**config.mk**
```make
export PLATFORM = sky130hd
export DESIGN_NAME = mbscs_top
export DESIGN_NICKNAME = d
export VERILOG_FILES = /design/src/verilog/mbscs_pkg.sv /design/src/verilog/mbscs_top.sv
export SDC_FILE = /design/constraint.sdc
export NUM_CORES = 1
export LEC_CHECK = 0
export BUFFER_PORTS_ARGS = -buffer_cell sky130_fd_sc_hd__buf_2
export CAP_MARGIN = 25
export CORE_MARGIN = 10
export CORE_UTILIZATION = 40
export DETAILED_ROUTE_END_ITERATION = 10
export MAX_ROUTING_LAYER = met4
export REMOVE_ABC_BUFFERS = 1
export SYNTH_ARGS = -nofsm -noshare
export SYNTH_HDL_FRONTEND = slang
export SYNTH_SLANG_ARGS = --single-unit
```
**constraint.sdc**
```tcl
create_clock -name pclk -period 76.1 [get_ports pclk]
set_input_delay 3.805 -clock pclk [delete_from_list [all_inputs] [get_ports pclk]]
set_output_delay 3.805 -clock pclk [all_outputs]
set_load 0.03 [all_outputs]
```
**src/verilog/mbscs_pkg.sv**
```systemverilog
`default_nettype none
package mbscs_pkg;
    // clock and time bases
    localparam int unsigned CLK_PERIOD_NS = 10;
    localparam int unsigned CLK_HZ = 100_000_000;
    localparam int unsigned MS_TIME_NS = 1_000_000;
    localparam int unsigned MS_CYCLES = (MS_TIME_NS + CLK_PERIOD_NS - 1) / CLK_PERIOD_NS;
    localparam int unsigned LOSS_TICK_MS = 100;
    localparam int unsigned LOSS_TICK_CYCLES = LOSS_TICK_MS * MS_CYCLES;

    // register byte offsets
    localparam logic [7:0] OFS_NODE_ADDR = 8'h00;
    localparam logic [7:0] OFS_BIT_RATE = 8'h04;
    localparam logic [7:0] OFS_PARITY = 8'h08;
    localparam logic [7:0] OFS_LOSS_CFG = 8'h0c;
    localparam logic [7:0] OFS_REPLY_DELAY = 8'h10;
    localparam logic [7:0] OFS_TX_CTRL = 8'h14;
    localparam logic [7:0] OFS_LOSS_TIME = 8'h18;
    localparam logic [7:0] OFS_VMON_UNIT = 8'h1c;
    localparam logic [7:0] OFS_APPLY_SEL = 8'h20;
    localparam logic [7:0] OFS_RUN_METHOD = 8'h24;
    localparam logic [7:0] OFS_SOURCES = 8'h28;
    localparam logic [7:0] OFS_RUN_CMD = 8'h2c;
    localparam logic [7:0] OFS_FREQ_REF = 8'h30;
    localparam logic [7:0] OFS_MFI_LINK = 8'h34;
    localparam logic [7:0] OFS_PARAM = 8'h38;
    localparam logic [7:0] OFS_APPLY = 8'h3c;
    localparam logic [7:0] OFS_FAULT_CTRL = 8'h40;
    localparam logic [7:0] OFS_STATUS = 8'h44;
    localparam logic [7:0] OFS_VMON = 8'h48;

    // setting limits and reset values
    localparam logic [7:0] NODE_ADDR_MAX = 8'h20;
    localparam logic [7:0] NODE_ADDR_RST = 8'h1f;
    localparam logic [3:0] BIT_RATE_MAX = 4'h8;
    localparam logic [3:0] BIT_RATE_RST = 4'h3;
    localparam logic [1:0] PARITY_MAX = 2'h2;
    localparam logic [1:0] PARITY_RST = 2'h0;
    localparam logic [1:0] STOP_ACT_RST = 2'h3;
    localparam logic LOSS_EN_RST = 1'b1;
    localparam logic [6:0] LOSS_TIME_MAX = 7'h64;
    localparam logic [6:0] LOSS_TIME_RST = 7'h14;
    localparam logic TX_CTRL_RST = 1'b1;
    localparam logic VMON_UNIT_RST = 1'b0;
    localparam logic APPLY_SEL_RST = 1'b1;
    localparam logic RUN_METHOD_RST = 1'b0;
    localparam logic [1:0] SRC_SERIAL = 2'h2;
    localparam logic [15:0] CRC_INIT = 16'hffff;
    localparam logic [15:0] CRC_POLY = 16'ha001;

    // loss stop actions
    typedef enum logic [1:0] {MBSCS_STOP_RAMP, MBSCS_STOP_COAST, MBSCS_STOP_FAST, MBSCS_ALARM_ONLY} mbscs_stop_t;
endpackage
`default_nettype wire

```
**src/verilog/mbscs_top.sv**
```systemverilog
`timescale 1ns/10ps
`default_nettype none
module mbscs_top
    import mbscs_pkg::*;
#(
    parameter int unsigned MS_CYC = MS_CYCLES,
    parameter int unsigned TICK_CYC = LOSS_TICK_CYCLES,
    parameter int unsigned MFI_W = 8
)
(
    // clock and reset
    input wire logic pclk,
    input wire logic presetn,
    // apb slave
    input wire logic psel,
    input wire logic penable,
    input wire logic pwrite,
    input wire logic [7:0] paddr,
    input wire logic [31:0] pwdata,
    output logic [31:0] prdata,
    output logic pready,
    output logic pslverr,
    // power restart strobe
    input wire logic power_restart,
    // received byte stream from the framer
    input wire logic rx_valid,
    input wire logic [7:0] rx_data,
    input wire logic rx_frame_end,
    // transmitter handshake
    input wire logic tx_busy,
    output logic reply_start,
    output logic rts,
    output logic [16:0] baud_div,
    output logic [1:0] parity_mode,
    // accepted command
    output logic cmd_valid,
    output logic cmd_broadcast,
    // drive side
    input wire logic ext_ref_sel,
    input wire logic [15:0] volt_raw,
    input wire logic [MFI_W-1:0] mfi_term,
    output logic [MFI_W-1:0] mfi_eff,
    output logic run_fwd,
    output logic run_rev,
    output logic [15:0] freq_ref,
    output logic [15:0] param_value,
    output logic comm_fault,
    output logic stop_ramp,
    output logic stop_coast,
    output logic stop_fast
);

    // one modbus crc step over a byte, lsb first
    function automatic logic [15:0] crc_byte(input logic [15:0] crc, input logic [7:0] d);
        logic [15:0] c;
        c = crc ^ {8'h00, d};
        for (int i = 0; i < 8; i++)
        begin
            c = c[0] ? ((c >> 1) ^ CRC_POLY) : (c >> 1);
        end
        return c;
    endfunction

    // bit period in clocks for a rate code
    function automatic logic [16:0] rate_div(input logic [3:0] code);
        int unsigned bps;
        bps = 9600;
        unique case (code)
            4'h0: bps = 1200;
            4'h1: bps = 2400;
            4'h2: bps = 4800;
            4'h3: bps = 9600;
            4'h4: bps = 19200;
            4'h5: bps = 38400;
            4'h6: bps = 57600;
            4'h7: bps = 76800;
            4'h8: bps = 115200;
            default: bps = 9600;
        endcase
        return 17'(CLK_HZ / bps);
    endfunction

    // stored settings
    logic [7:0] node_address_setting_r;
    logic [3:0] bit_rate_select_r;
    logic [1:0] parity_select_r;
    logic [1:0] loss_stop_action_r;
    logic loss_detect_enable_r;
    logic [7:0] reply_delay_time_r;
    logic tx_enable_control_r;
    logic [6:0] loss_detect_time_r;
    logic voltage_monitor_unit_r;
    logic apply_command_select_r;
    logic run_method_select_r;
    logic [7:0] sources_r;
    logic [1:0] run_cmd_r;
    logic [15:0] freq_link_r;
    logic [MFI_W-1:0] mfi_link_r;
    logic [15:0] param_stage_r;
    // live serial settings
    logic [7:0] node_act_r;
    logic [3:0] rate_act_r;
    logic [1:0] parity_act_r;
    // link supervision state
    logic [15:0] crc_r;
    logic [7:0] frame_addr_r;
    logic first_r;
    logic [7:0] byte_cnt_r;
    logic reply_pend_r;
    logic [7:0] delay_ms_r;
    logic [31:0] delay_cyc_r;
    logic [31:0] tick_cyc_r;
    logic [6:0] tick_cnt_r;
    logic [15:0] vmon_r;

    logic wr_en;
    logic rd_setup;
    logic map_hit;
    logic fault_clr;
    logic apply_cmd;
    logic loss_trip;
    logic [1:0] freq_src;
    logic [1:0] run_src;
    logic link_ok;
    logic [31:0] rd_mux;

    // a write lands at the access edge, when our pready is high
    assign wr_en = psel & penable & pready & pwrite;
    assign rd_setup = psel & ~penable;
    assign fault_clr = wr_en & (paddr == OFS_FAULT_CTRL) & pwdata[0];
    assign apply_cmd = wr_en & (paddr == OFS_APPLY) & pwdata[0];

    // address decode and read mux
    always_comb
    begin
        map_hit = 1'b1;
        rd_mux = 32'h0000_0000;
        unique case (paddr)
            OFS_NODE_ADDR: rd_mux = {24'h000000, node_address_setting_r};
            OFS_BIT_RATE: rd_mux = {28'h0000000, bit_rate_select_r};
            OFS_PARITY: rd_mux = {30'h00000000, parity_select_r};
            OFS_LOSS_CFG: rd_mux = {27'h0000000, loss_detect_enable_r, 2'h0, loss_stop_action_r};
            OFS_REPLY_DELAY: rd_mux = {24'h000000, reply_delay_time_r};
            OFS_TX_CTRL: rd_mux = {31'h00000000, tx_enable_control_r};
            OFS_LOSS_TIME: rd_mux = {25'h0000000, loss_detect_time_r};
            OFS_VMON_UNIT: rd_mux = {31'h00000000, voltage_monitor_unit_r};
            OFS_APPLY_SEL: rd_mux = {31'h00000000, apply_command_select_r};
            OFS_RUN_METHOD: rd_mux = {31'h00000000, run_method_select_r};
            OFS_SOURCES: rd_mux = {24'h000000, sources_r};
            OFS_RUN_CMD: rd_mux = {30'h00000000, run_cmd_r};
            OFS_FREQ_REF: rd_mux = {16'h0000, freq_link_r};
            OFS_MFI_LINK: rd_mux = 32'(mfi_link_r);
            OFS_PARAM: rd_mux = {param_stage_r, param_value};
            OFS_APPLY: rd_mux = 32'h0000_0000;
            OFS_FAULT_CTRL: rd_mux = 32'h0000_0000;
            OFS_STATUS: rd_mux = {8'h00, node_act_r, 2'h0, parity_act_r, rate_act_r, tick_cnt_r, comm_fault};
            OFS_VMON: rd_mux = {16'h0000, vmon_r};
            default:
            begin
                map_hit = 1'b0;
                rd_mux = 32'h0000_0000;
            end
        endcase
    end

    // apb answer: ready in the first access cycle, no wait states
    always_ff @(posedge pclk or negedge presetn)
    begin
        if (!presetn)
        begin
            pready <= 1'b0;
            prdata <= 32'h0000_0000;
            pslverr <= 1'b0;
        end
        else
        begin
            pready <= rd_setup;
            prdata <= (rd_setup & ~pwrite) ? rd_mux : 32'h0000_0000;
            pslverr <= rd_setup & ~map_hit;
        end
    end

    // serial settings; out of range node address, bit rate, parity and loss time values are ignored, old value stays
    always_ff @(posedge pclk or negedge presetn)
    begin
        if (!presetn)
        begin
            node_address_setting_r <= NODE_ADDR_RST;
            bit_rate_select_r <= BIT_RATE_RST;
            parity_select_r <= PARITY_RST;
            loss_stop_action_r <= STOP_ACT_RST;
            loss_detect_enable_r <= LOSS_EN_RST;
            reply_delay_time_r <= 8'h00;
            tx_enable_control_r <= TX_CTRL_RST;
            loss_detect_time_r <= LOSS_TIME_RST;
            voltage_monitor_unit_r <= VMON_UNIT_RST;
            apply_command_select_r <= APPLY_SEL_RST;
            run_method_select_r <= RUN_METHOD_RST;
            sources_r <= 8'h00;
        end
        else if (wr_en)
        begin
            unique case (paddr)
                OFS_NODE_ADDR:
                    if (pwdata[7:0] <= NODE_ADDR_MAX && pwdata[31:8] == 24'h0)
                        node_address_setting_r <= pwdata[7:0];
                OFS_BIT_RATE: if (pwdata[3:0] <= BIT_RATE_MAX && pwdata[31:4] == 28'h0) bit_rate_select_r <= pwdata[3:0];
                OFS_PARITY:
                    if (pwdata[1:0] <= PARITY_MAX && pwdata[31:2] == 30'h0)
                        parity_select_r <= pwdata[1:0];
                OFS_LOSS_CFG:
                begin
                    loss_stop_action_r <= pwdata[1:0];
                    loss_detect_enable_r <= pwdata[4];
                end
                OFS_REPLY_DELAY: reply_delay_time_r <= pwdata[7:0];
                OFS_TX_CTRL: tx_enable_control_r <= pwdata[0];
                // detection time up to 10.0 s
                OFS_LOSS_TIME:
                    if (pwdata[6:0] <= LOSS_TIME_MAX && pwdata[31:7] == 25'h0)
                        loss_detect_time_r <= pwdata[6:0];
                OFS_VMON_UNIT: voltage_monitor_unit_r <= pwdata[0];
                OFS_APPLY_SEL: apply_command_select_r <= pwdata[0];
                OFS_RUN_METHOD: run_method_select_r <= pwdata[0];
                OFS_SOURCES: sources_r <= pwdata[7:0];
                default: ;
            endcase
        end
    end

    always_ff @(posedge pclk or negedge presetn)
    begin
        if (!presetn)
        begin
            run_cmd_r <= 2'h0;
            freq_link_r <= 16'h0000;
            mfi_link_r <= '0;
            param_stage_r <= 16'h0000;
        end
        else if (wr_en)
        begin
            if (paddr == OFS_RUN_CMD) run_cmd_r <= pwdata[1:0];
            if (paddr == OFS_FREQ_REF) freq_link_r <= pwdata[15:0];
            if (paddr == OFS_MFI_LINK) mfi_link_r <= pwdata[MFI_W-1:0];
            if (paddr == OFS_PARAM) param_stage_r <= pwdata[15:0];
        end
    end

    // parameter commit path
    always_ff @(posedge pclk or negedge presetn)
    begin
        if (!presetn)
            param_value <= 16'h0000;
        else if (apply_command_select_r && wr_en && paddr == OFS_PARAM)
            param_value <= pwdata[15:0];
        else if (!apply_command_select_r && apply_cmd)
            param_value <= param_stage_r;
    end

    always_ff @(posedge pclk or negedge presetn)
    begin
        if (!presetn)
        begin
            node_act_r <= NODE_ADDR_RST;
            rate_act_r <= BIT_RATE_RST;
            parity_act_r <= PARITY_RST;
        end
        else if (power_restart)
        begin
            node_act_r <= node_address_setting_r;
            rate_act_r <= bit_rate_select_r;
            parity_act_r <= parity_select_r;
        end
    end

    // line format outputs follow the live settings
    always_ff @(posedge pclk or negedge presetn)
    begin
        if (!presetn)
        begin
            baud_div <= 17'h00000;
            parity_mode <= PARITY_RST;
        end
        else
        begin
            baud_div <= rate_div(rate_act_r);
            parity_mode <= parity_act_r;
        end
    end

    // frame check: crc over all bytes including the check pair leaves zero
    always_ff @(posedge pclk or negedge presetn)
    begin
        if (!presetn)
        begin
            crc_r <= CRC_INIT;
            frame_addr_r <= 8'h00;
            first_r <= 1'b1;
            byte_cnt_r <= 8'h00;
        end
        else if (rx_frame_end)
        begin
            crc_r <= CRC_INIT;
            first_r <= 1'b1;
            byte_cnt_r <= 8'h00;
        end
        else if (rx_valid)
        begin
            crc_r <= crc_byte(crc_r, rx_data);
            first_r <= 1'b0;
            if (first_r) frame_addr_r <= rx_data;
            if (byte_cnt_r != 8'hff) byte_cnt_r <= byte_cnt_r + 8'h01;
        end
    end

    // command accept; four bytes is the shortest frame with a check
    always_ff @(posedge pclk or negedge presetn)
    begin
        if (!presetn)
        begin
            cmd_valid <= 1'b0;
            cmd_broadcast <= 1'b0;
        end
        else
        begin
            cmd_valid <= rx_frame_end && crc_r == 16'h0000 && byte_cnt_r >= 8'h04
                && (frame_addr_r == node_act_r || frame_addr_r == 8'h00);
            cmd_broadcast <= rx_frame_end && crc_r == 16'h0000 && byte_cnt_r >= 8'h04 && frame_addr_r == 8'h00;
        end
    end

    // reply delay in whole milliseconds
    always_ff @(posedge pclk or negedge presetn)
    begin
        if (!presetn)
        begin
            reply_pend_r <= 1'b0;
            delay_ms_r <= 8'h00;
            delay_cyc_r <= 32'h0000_0000;
            reply_start <= 1'b0;
        end
        else
        begin
            reply_start <= 1'b0;
            if (cmd_valid && !cmd_broadcast && node_act_r != 8'h00)
            begin
                reply_pend_r <= 1'b1;
                delay_ms_r <= reply_delay_time_r;
                delay_cyc_r <= 32'h0000_0000;
            end
            else if (reply_pend_r)
            begin
                if (delay_ms_r == 8'h00)
                begin
                    reply_pend_r <= 1'b0;
                    reply_start <= 1'b1;
                end
                else if (delay_cyc_r == MS_CYC - 1)
                begin
                    delay_cyc_r <= 32'h0000_0000;
                    delay_ms_r <= delay_ms_r - 8'h01;
                end
                else
                    delay_cyc_r <= delay_cyc_r + 32'h0000_0001;
            end
        end
    end

    always_ff @(posedge pclk or negedge presetn)
    begin
        if (!presetn)
            rts <= 1'b0;
        else
            rts <= !tx_enable_control_r || tx_busy;
    end

    // loss watchdog in 0.1 s ticks, saturating so it cannot wrap back
    always_ff @(posedge pclk or negedge presetn)
    begin
        if (!presetn)
        begin
            tick_cyc_r <= 32'h0000_0000;
            tick_cnt_r <= 7'h00;
        end
        else if (rx_valid || !loss_detect_enable_r)
        begin
            tick_cyc_r <= 32'h0000_0000;
            tick_cnt_r <= 7'h00;
        end
        else if (tick_cyc_r == TICK_CYC - 1)
        begin
            tick_cyc_r <= 32'h0000_0000;
            if (tick_cnt_r != 7'h7f) tick_cnt_r <= tick_cnt_r + 7'h01;
        end
        else
            tick_cyc_r <= tick_cyc_r + 32'h0000_0001;
    end

    assign loss_trip = loss_detect_enable_r && tick_cnt_r > loss_detect_time_r;

    // sticky fault; a trip in the clearing cycle keeps it set
    always_ff @(posedge pclk or negedge presetn)
    begin
        if (!presetn)
            comm_fault <= 1'b0;
        else if (loss_trip)
            comm_fault <= 1'b1;
        else if (fault_clr)
            comm_fault <= 1'b0;
    end

    always_ff @(posedge pclk or negedge presetn)
    begin
        if (!presetn)
        begin
            stop_ramp <= 1'b0;
            stop_coast <= 1'b0;
            stop_fast <= 1'b0;
        end
        else
        begin
            stop_ramp <= comm_fault && mbscs_stop_t'(loss_stop_action_r) == MBSCS_STOP_RAMP;
            stop_coast <= comm_fault && mbscs_stop_t'(loss_stop_action_r) == MBSCS_STOP_COAST;
            stop_fast <= comm_fault && mbscs_stop_t'(loss_stop_action_r) == MBSCS_STOP_FAST;
        end
    end

    // source of the active external reference
    assign freq_src = ext_ref_sel ? sources_r[5:4] : sources_r[1:0];
    assign run_src = ext_ref_sel ? sources_r[7:6] : sources_r[3:2];
    assign link_ok = freq_src == SRC_SERIAL && run_src == SRC_SERIAL;

    // run and reference; a latched stop action forces run off
    always_ff @(posedge pclk or negedge presetn)
    begin
        if (!presetn)
        begin
            run_fwd <= 1'b0;
            run_rev <= 1'b0;
            freq_ref <= 16'h0000;
        end
        else if (link_ok && !stop_ramp && !stop_coast && !stop_fast)
        begin
            freq_ref <= freq_link_r;
            if (!run_method_select_r)
            begin
                run_fwd <= run_cmd_r[0] && !run_cmd_r[1];
                run_rev <= run_cmd_r[1] && !run_cmd_r[0];
            end
            else
            begin
                run_fwd <= run_cmd_r[0] && !run_cmd_r[1];
                run_rev <= run_cmd_r[0] && run_cmd_r[1];
            end
        end
        else
        begin
            run_fwd <= 1'b0;
            run_rev <= 1'b0;
            freq_ref <= link_ok ? freq_link_r : 16'h0000;
        end
    end

    // monitor and inputs
    always_ff @(posedge pclk or negedge presetn)
    begin
        if (!presetn)
        begin
            vmon_r <= 16'h0000;
            mfi_eff <= '0;
        end
        else
        begin
            vmon_r <= voltage_monitor_unit_r ? (volt_raw / 16'd10) : volt_raw;
            mfi_eff <= mfi_term | mfi_link_r;
        end
    end

endmodule
`default_nettype wire
```
---- Yosys cells after proc, flatten, opt, wreduce, memory -nomap -nowiden ----
Memory sizes are Yosys's and may differ from the RTL's.
Cells that the tools add are included.
word-level totals
  register bits after elaboration ......... 332
  memory bits (read-only) ................. 208
  output and inout bits ................... 103
  memories ................................ 1
operators by class
  add/subtract/negate cells ............... 5
  div/mod/pow operators ................... 2
  order comparisons ....................... 6
  eq/ne operators ......................... 28
  muxes and demuxes ....................... 49
  bitwise gates (word level) .............. 24
  reductions and logical operators ........ 75
memories
  memory            depth  bits a word  rd ports  clocked after memory_dff  write ports  line             source
  (name not given)  16     13           1         0                         0            mbscs_top.sv:68  unique case (code)
operator list
  cell                                             number
  one-hot mux 32 bit (17 select lines)             1
  two-way mux 16 bit                               15
  two-way mux 32 bit                               7
  adder 32 x 1 -> 32 bit, second input constant    2
  == test 8 x 6 -> 1 bit, second input constant    8
  two-way mux 8 bit                                7
  divider 27 x 32 -> 32 bit, first input constant  1
  == test 32 x 17 -> 1 bit, second input constant  1
  == test 32 x 24 -> 1 bit, second input constant  1
  == test 8 x 5 -> 1 bit, second input constant    4
  logical NOT 30 bit                               1
  logical NOT 28 bit                               1
  AND reduction 2 bit                              14
  logical NOT 25 bit                               1
  == test 8 x 7 -> 1 bit, second input constant    3
  logical AND 1 bit                                24
  logical NOT 24 bit                               1
  logical NOT 8 bit                                3
  inverter 2 -> 3 bit                              8
  two-way mux 7 bit                                3
  OR reduction 19 bit                              1
  AND reduction 3 bit                              6
  divider 16 x 4 -> 16 bit, second input constant  1
  == test 8 x 4 -> 1 bit, second input constant    2
  28 further kinds                                 73

---- Logic depth before layout (Yosys ltp) ----
  depth after elaboration ................. 19
  mapped depth ............................ 371
  depth with buffers taken out ............ 333

---- Worst setup path after synthesis ----
Ideal clock, no wire load.
  path kind ............................... register to register
  from .................................... register rate_act_r[1]
  to ...................................... register baud_div[0]
  library setup time ...................... 0.138 ns
  arrival time ............................ 66.418 ns
  data required time ...................... 75.962 ns
  path slack .............................. 9.544 ns
  cell stages (with the launch flop) ...... 363
  buffers on the path ..................... 43
  period minus slack after synthesis ...... 66.556 ns
  path through ............................ dfstp_2 inv_1 ha_1 buf_2 buf_2 nor3b_2 inv_2 clkbuf_1 clkbuf_1 buf_1 ha_1 o211ai_1 nand2_1 and2_1 nand2_1 nor2_1 ha_1 ha_1 (+327 left out) nor2_1 a22oi_1 nand2b_1 nor3_1 nand2_1 buf_2 nor2_1 a21oi_1 ha_1 nand4_1 nor3_1 a31oi_1 inv_1 or4b_1 a2111oi_2 o211ai_1 a211oi_1 nand4_1
on the way
  cells in the longest elaborated chain, start to end .. 2
ends and longest elaborated chain
  what                       line              source
  from (decl)                mbscs_top.sv:102  logic [3:0] rate_act_r;
  from (signal assigned)     mbscs_top.sv:271  rate_act_r <= bit_rate_select_r;
  memory read (16 x 13 bit)  --
  divider 27 x 32 -> 32 bit  mbscs_top.sv:80   return 17'(CLK_HZ / bps);
  to (signal assigned)       mbscs_top.sv:286  baud_div <= rate_div(rate_act_r);
  to (decl)                  mbscs_top.sv:33   output logic [16:0] baud_div,
No other way between the ends.
A chain may end at the register's enable or synchronous reset.

---- Worst setup path in the final report ----
Same ends and word-level chain as after synthesis.

==> impl_metrics.yaml <==
outcome:
  status: "finished, final reports clean"
synth:
  synthArstFlopShare_pct: 100
  synth_flop_cell: "dfrtp_1"
  synth_cells: 4208
  synth-edff-count: 0
  syn_area_um2: 34100
  synthDistinctLibCells: 133
  ys_ff_latch: 332
  synth_warnings: 0
  synth_seq_area_share_pct: 24.5
  avgSynthCellArea_um2: 8.11
cts:
  cts_sinks: 332
  cts_buffer_depth: 3
  cts_tree: "done"
  cts_max_level: 2
  ctsHoldBuffers: 0
  cts_buffers: 40
  clk_pin_slew_ns: 0.07
  root_buffer: "clkbuf_16"
  insertion_delay_ns: 0.60
global_route:
  overflow: 0
  grt_use_total_pct: 21.8
  use_met3_pct: 2.29
  busiest_layer: "met2"
  antenna_found_initial: 2
  grtUsageMet1_pct: 28.6
  grt_pass1_wl_um: 172000
  grt_pass1_vias: 31043
  use_met2_pct: 35.7
  grt_max_degree: 80
worst_setup_path:
  crit_path_start: "rate_act_r[1]"
  path_class: "register to register"
  r2r_slack_ns: 6.65
  r2r-end: "baud_div[0]"
  arrival_ns: 69.89
  cp-end-kind: "register"
  r2r-start: "rate_act_r[1]"
  timing.critical_path.slowest_stage_cell: "dfstp_2"
  path_max_fanout: 27
  r2r_cells: 325
  cp_common_cell: "o21ai_0"
  worst_setup_path_start_kind: "register"
  slowest_delay_ns: 0.72
  cp.required_ns: 76.54
route:
  initialDrtViolationCount: 2505
  via_count: 32897
  wl_per_cell_um: 19.7
  wl_um: 109000
  drtAntennaViolNets: 0
  remaining_drc_errors: 0
  vias_per_cell: 5.96
  firstDrtPassIters: 7
die:
  coreArea_um2: 84900
  start_util_pct: 40.2
  die_area_um2: 97400
  rows: 107
  chipWidth_um: 312
  die_h_um: 312
  num_io_pins: 185
job:
  max_cap_violations: 0
placement:
  dpl-instance-area_um2: 36200
  dpl.hpwl_um: 81300
  place_congestion: 0.935
  portBuffers: 184
  post-place-ws_ns: 1.70
sta:
  tightestPinTransition_ns: 1.05
  worst_slack_ns: 6.65
  fin_skew_ns: 0.0348
  fmax_mhz: 14.4
  setup_viol: 0
  slew_viol_final: 0
  finalHoldViolCount: 0
  setup_tns_ns: 0
  relSlewSlack_pct: 29.0
  layout_worst_path_cycle_share_pct: 91.3
  rsz0062_at_grt: "false"
  fin_crit_ns: 69.45
hold_path:
  whs_path_depth: 0
  holdPathEnd: "parity_mode[0]"
  hold_path_class: "register to register"
  worstHoldStart: "parity_act_r[0]"
final_layout:
  syn2layout_area_growth_pct: 11.1
  final_util_pct: 44.7
  nNetsFinal: 4703
  diodes: 0
  drive_gt1_share_pct: 14.9
  fin_area_um2: 37900
-- worst max path at each step --
stage | slack (ns) | endpoint | cells after the start
global route | 0.02 | baud_div[0] | 327
CTS | 1.50 | baud_div[0] | 321
finish | 6.65 | baud_div[0] | 325
floorplan | 8.06 | baud_div[0] | 323
global placement | 3.50 | baud_div[0] | 322
detailed placement | 1.70 | baud_div[0] | 323
-- layout by cell type, fill, tap and decap left out, types with 50 or more instances in the layout --
master / count
a21o_1: 83
a21oi_1: 327
a22oi_1: 53
and2_1: 67
and3_1: 52
buf_2: 183
dfrtp_1: 293
ha_1: 274
inv_1: 125
mux2_2: 151
nand2_1: 334
nand2b_1: 72
nand3_1: 95
nand4_1: 54
nor2_1: 441
nor2b_1: 57
nor3_1: 124
nor4_1: 51
o21a_1: 82
o21ai_0: 220
or3_1: 50
xnor2_1: 137
xor2_1: 120
-- cell type report --
cell class	count	area, um2
Multi-Input combinational cell	3593	24800
Tap cell	1144	1430
Sequential cell	332	8360
Clock buffer	50	1090
Timing Repair Buffer	235	1350
Fill cell	8544	47000
Clock inverter	24	385
Inverter	140	532
-- metrics by stage --
stage / std cells / hold slack [ns]
final: 5518 / 0.399
after global placement: 5429 / 0.388
after floorplan: 4064 / 0.371
after detailed placement: 5430 / 0.395
after CTS: 5504 / 0.402
after global routing: 5518 / 0.410
-- cell usage after synthesis, types with 24 or more instances --
library cell	count	share of area (%)
nor4_1	51	0.94
xor2_1	120	3.1
o21ai_0	221	3.2
nor3_1	125	1.8
xnor2_1	137	3.5
inv_1	125	1.4
nand4_1	54	0.99
buf_2	25	0.37
a22oi_1	53	1.2
a211o_1	25	0.64
and3_1	53	0.97
o21ai_1	24	0.35
a21oi_1	334	4.9
or3_1	51	0.94
o211ai_1	47	1.0
o31ai_1	45	0.99
or2_2	37	0.68
nand2_1	338	3.7
dfrtp_1	294	22
nand3_1	95	1.4
and2_1	67	1.2
o21a_1	82	1.8
a211oi_1	46	1.0
ha_1	275	10
mux2_2	151	5.0
nand2b_1	72	1.3
a31oi_1	49	0.90
a21o_1	83	1.8
clkbuf_1	95	1.0
nor2_1	446	4.9
nor2b_1	57	1.0
dfstp_2	38	2.9
-- per-layer routing --
layer,share of wire [%],up-vias,routed length (um)
li1,-,16020,-
met1,46,15740,49700
met2,47,959,50700
met3,4.9,178,5340
met4,2.6,0,2860
met5,0,-,0
-- repair_timing --
item / in CTS / in global routing
endpoints found under the setup margin: 0 / 3
resized for setup: 0 / 33
setup buffers: 0 / 12
-- worst max-delay path, delay by kind of cell (launching register included) --
kind,cells,cell delay [ns]
muxes,6,2.13
buffers and inverters,19,4.04
DFF,1,0.72
and+or+nand+nor,97,18.41
AOI/OAI and AO/OA,174,34.39
adders and majority gates,29,9.38
-- registers in the layout, indices dropped and copies added (netlist names), 16 cells and up --
signal         cells
param_value       16
param_stage_r     16
baud_div          17
crc_r             16
tick_cyc_r        32
freq_link_r       16
delay_cyc_r       32
prdata            32
freq_ref          16
vmon_r            16
-- cells by family (layout without fill, tap and decap cells) --
family / count (synthesis) / after routing / synth area share (%)
adder cells (fa/ha/maj): 282 / 282 / 10.4
flip-flops: 332 / 332 / 24.5
multiplexers: 178 / 178 / 5.83
buffers and inverters: 287 / 449 / 3.46
AND/OR/NAND/NOR: 1539 / 1540 / 22.5
XOR/XNOR: 259 / 259 / 6.69
AO/OA/AOI/OAI: 1330 / 1330 / 26.6
other: 1 / 4 / 0.0110
Power is left out: the tool's default activity adds up to more than one toggle a clock period on the data nets, which glitch-free logic cannot reach.
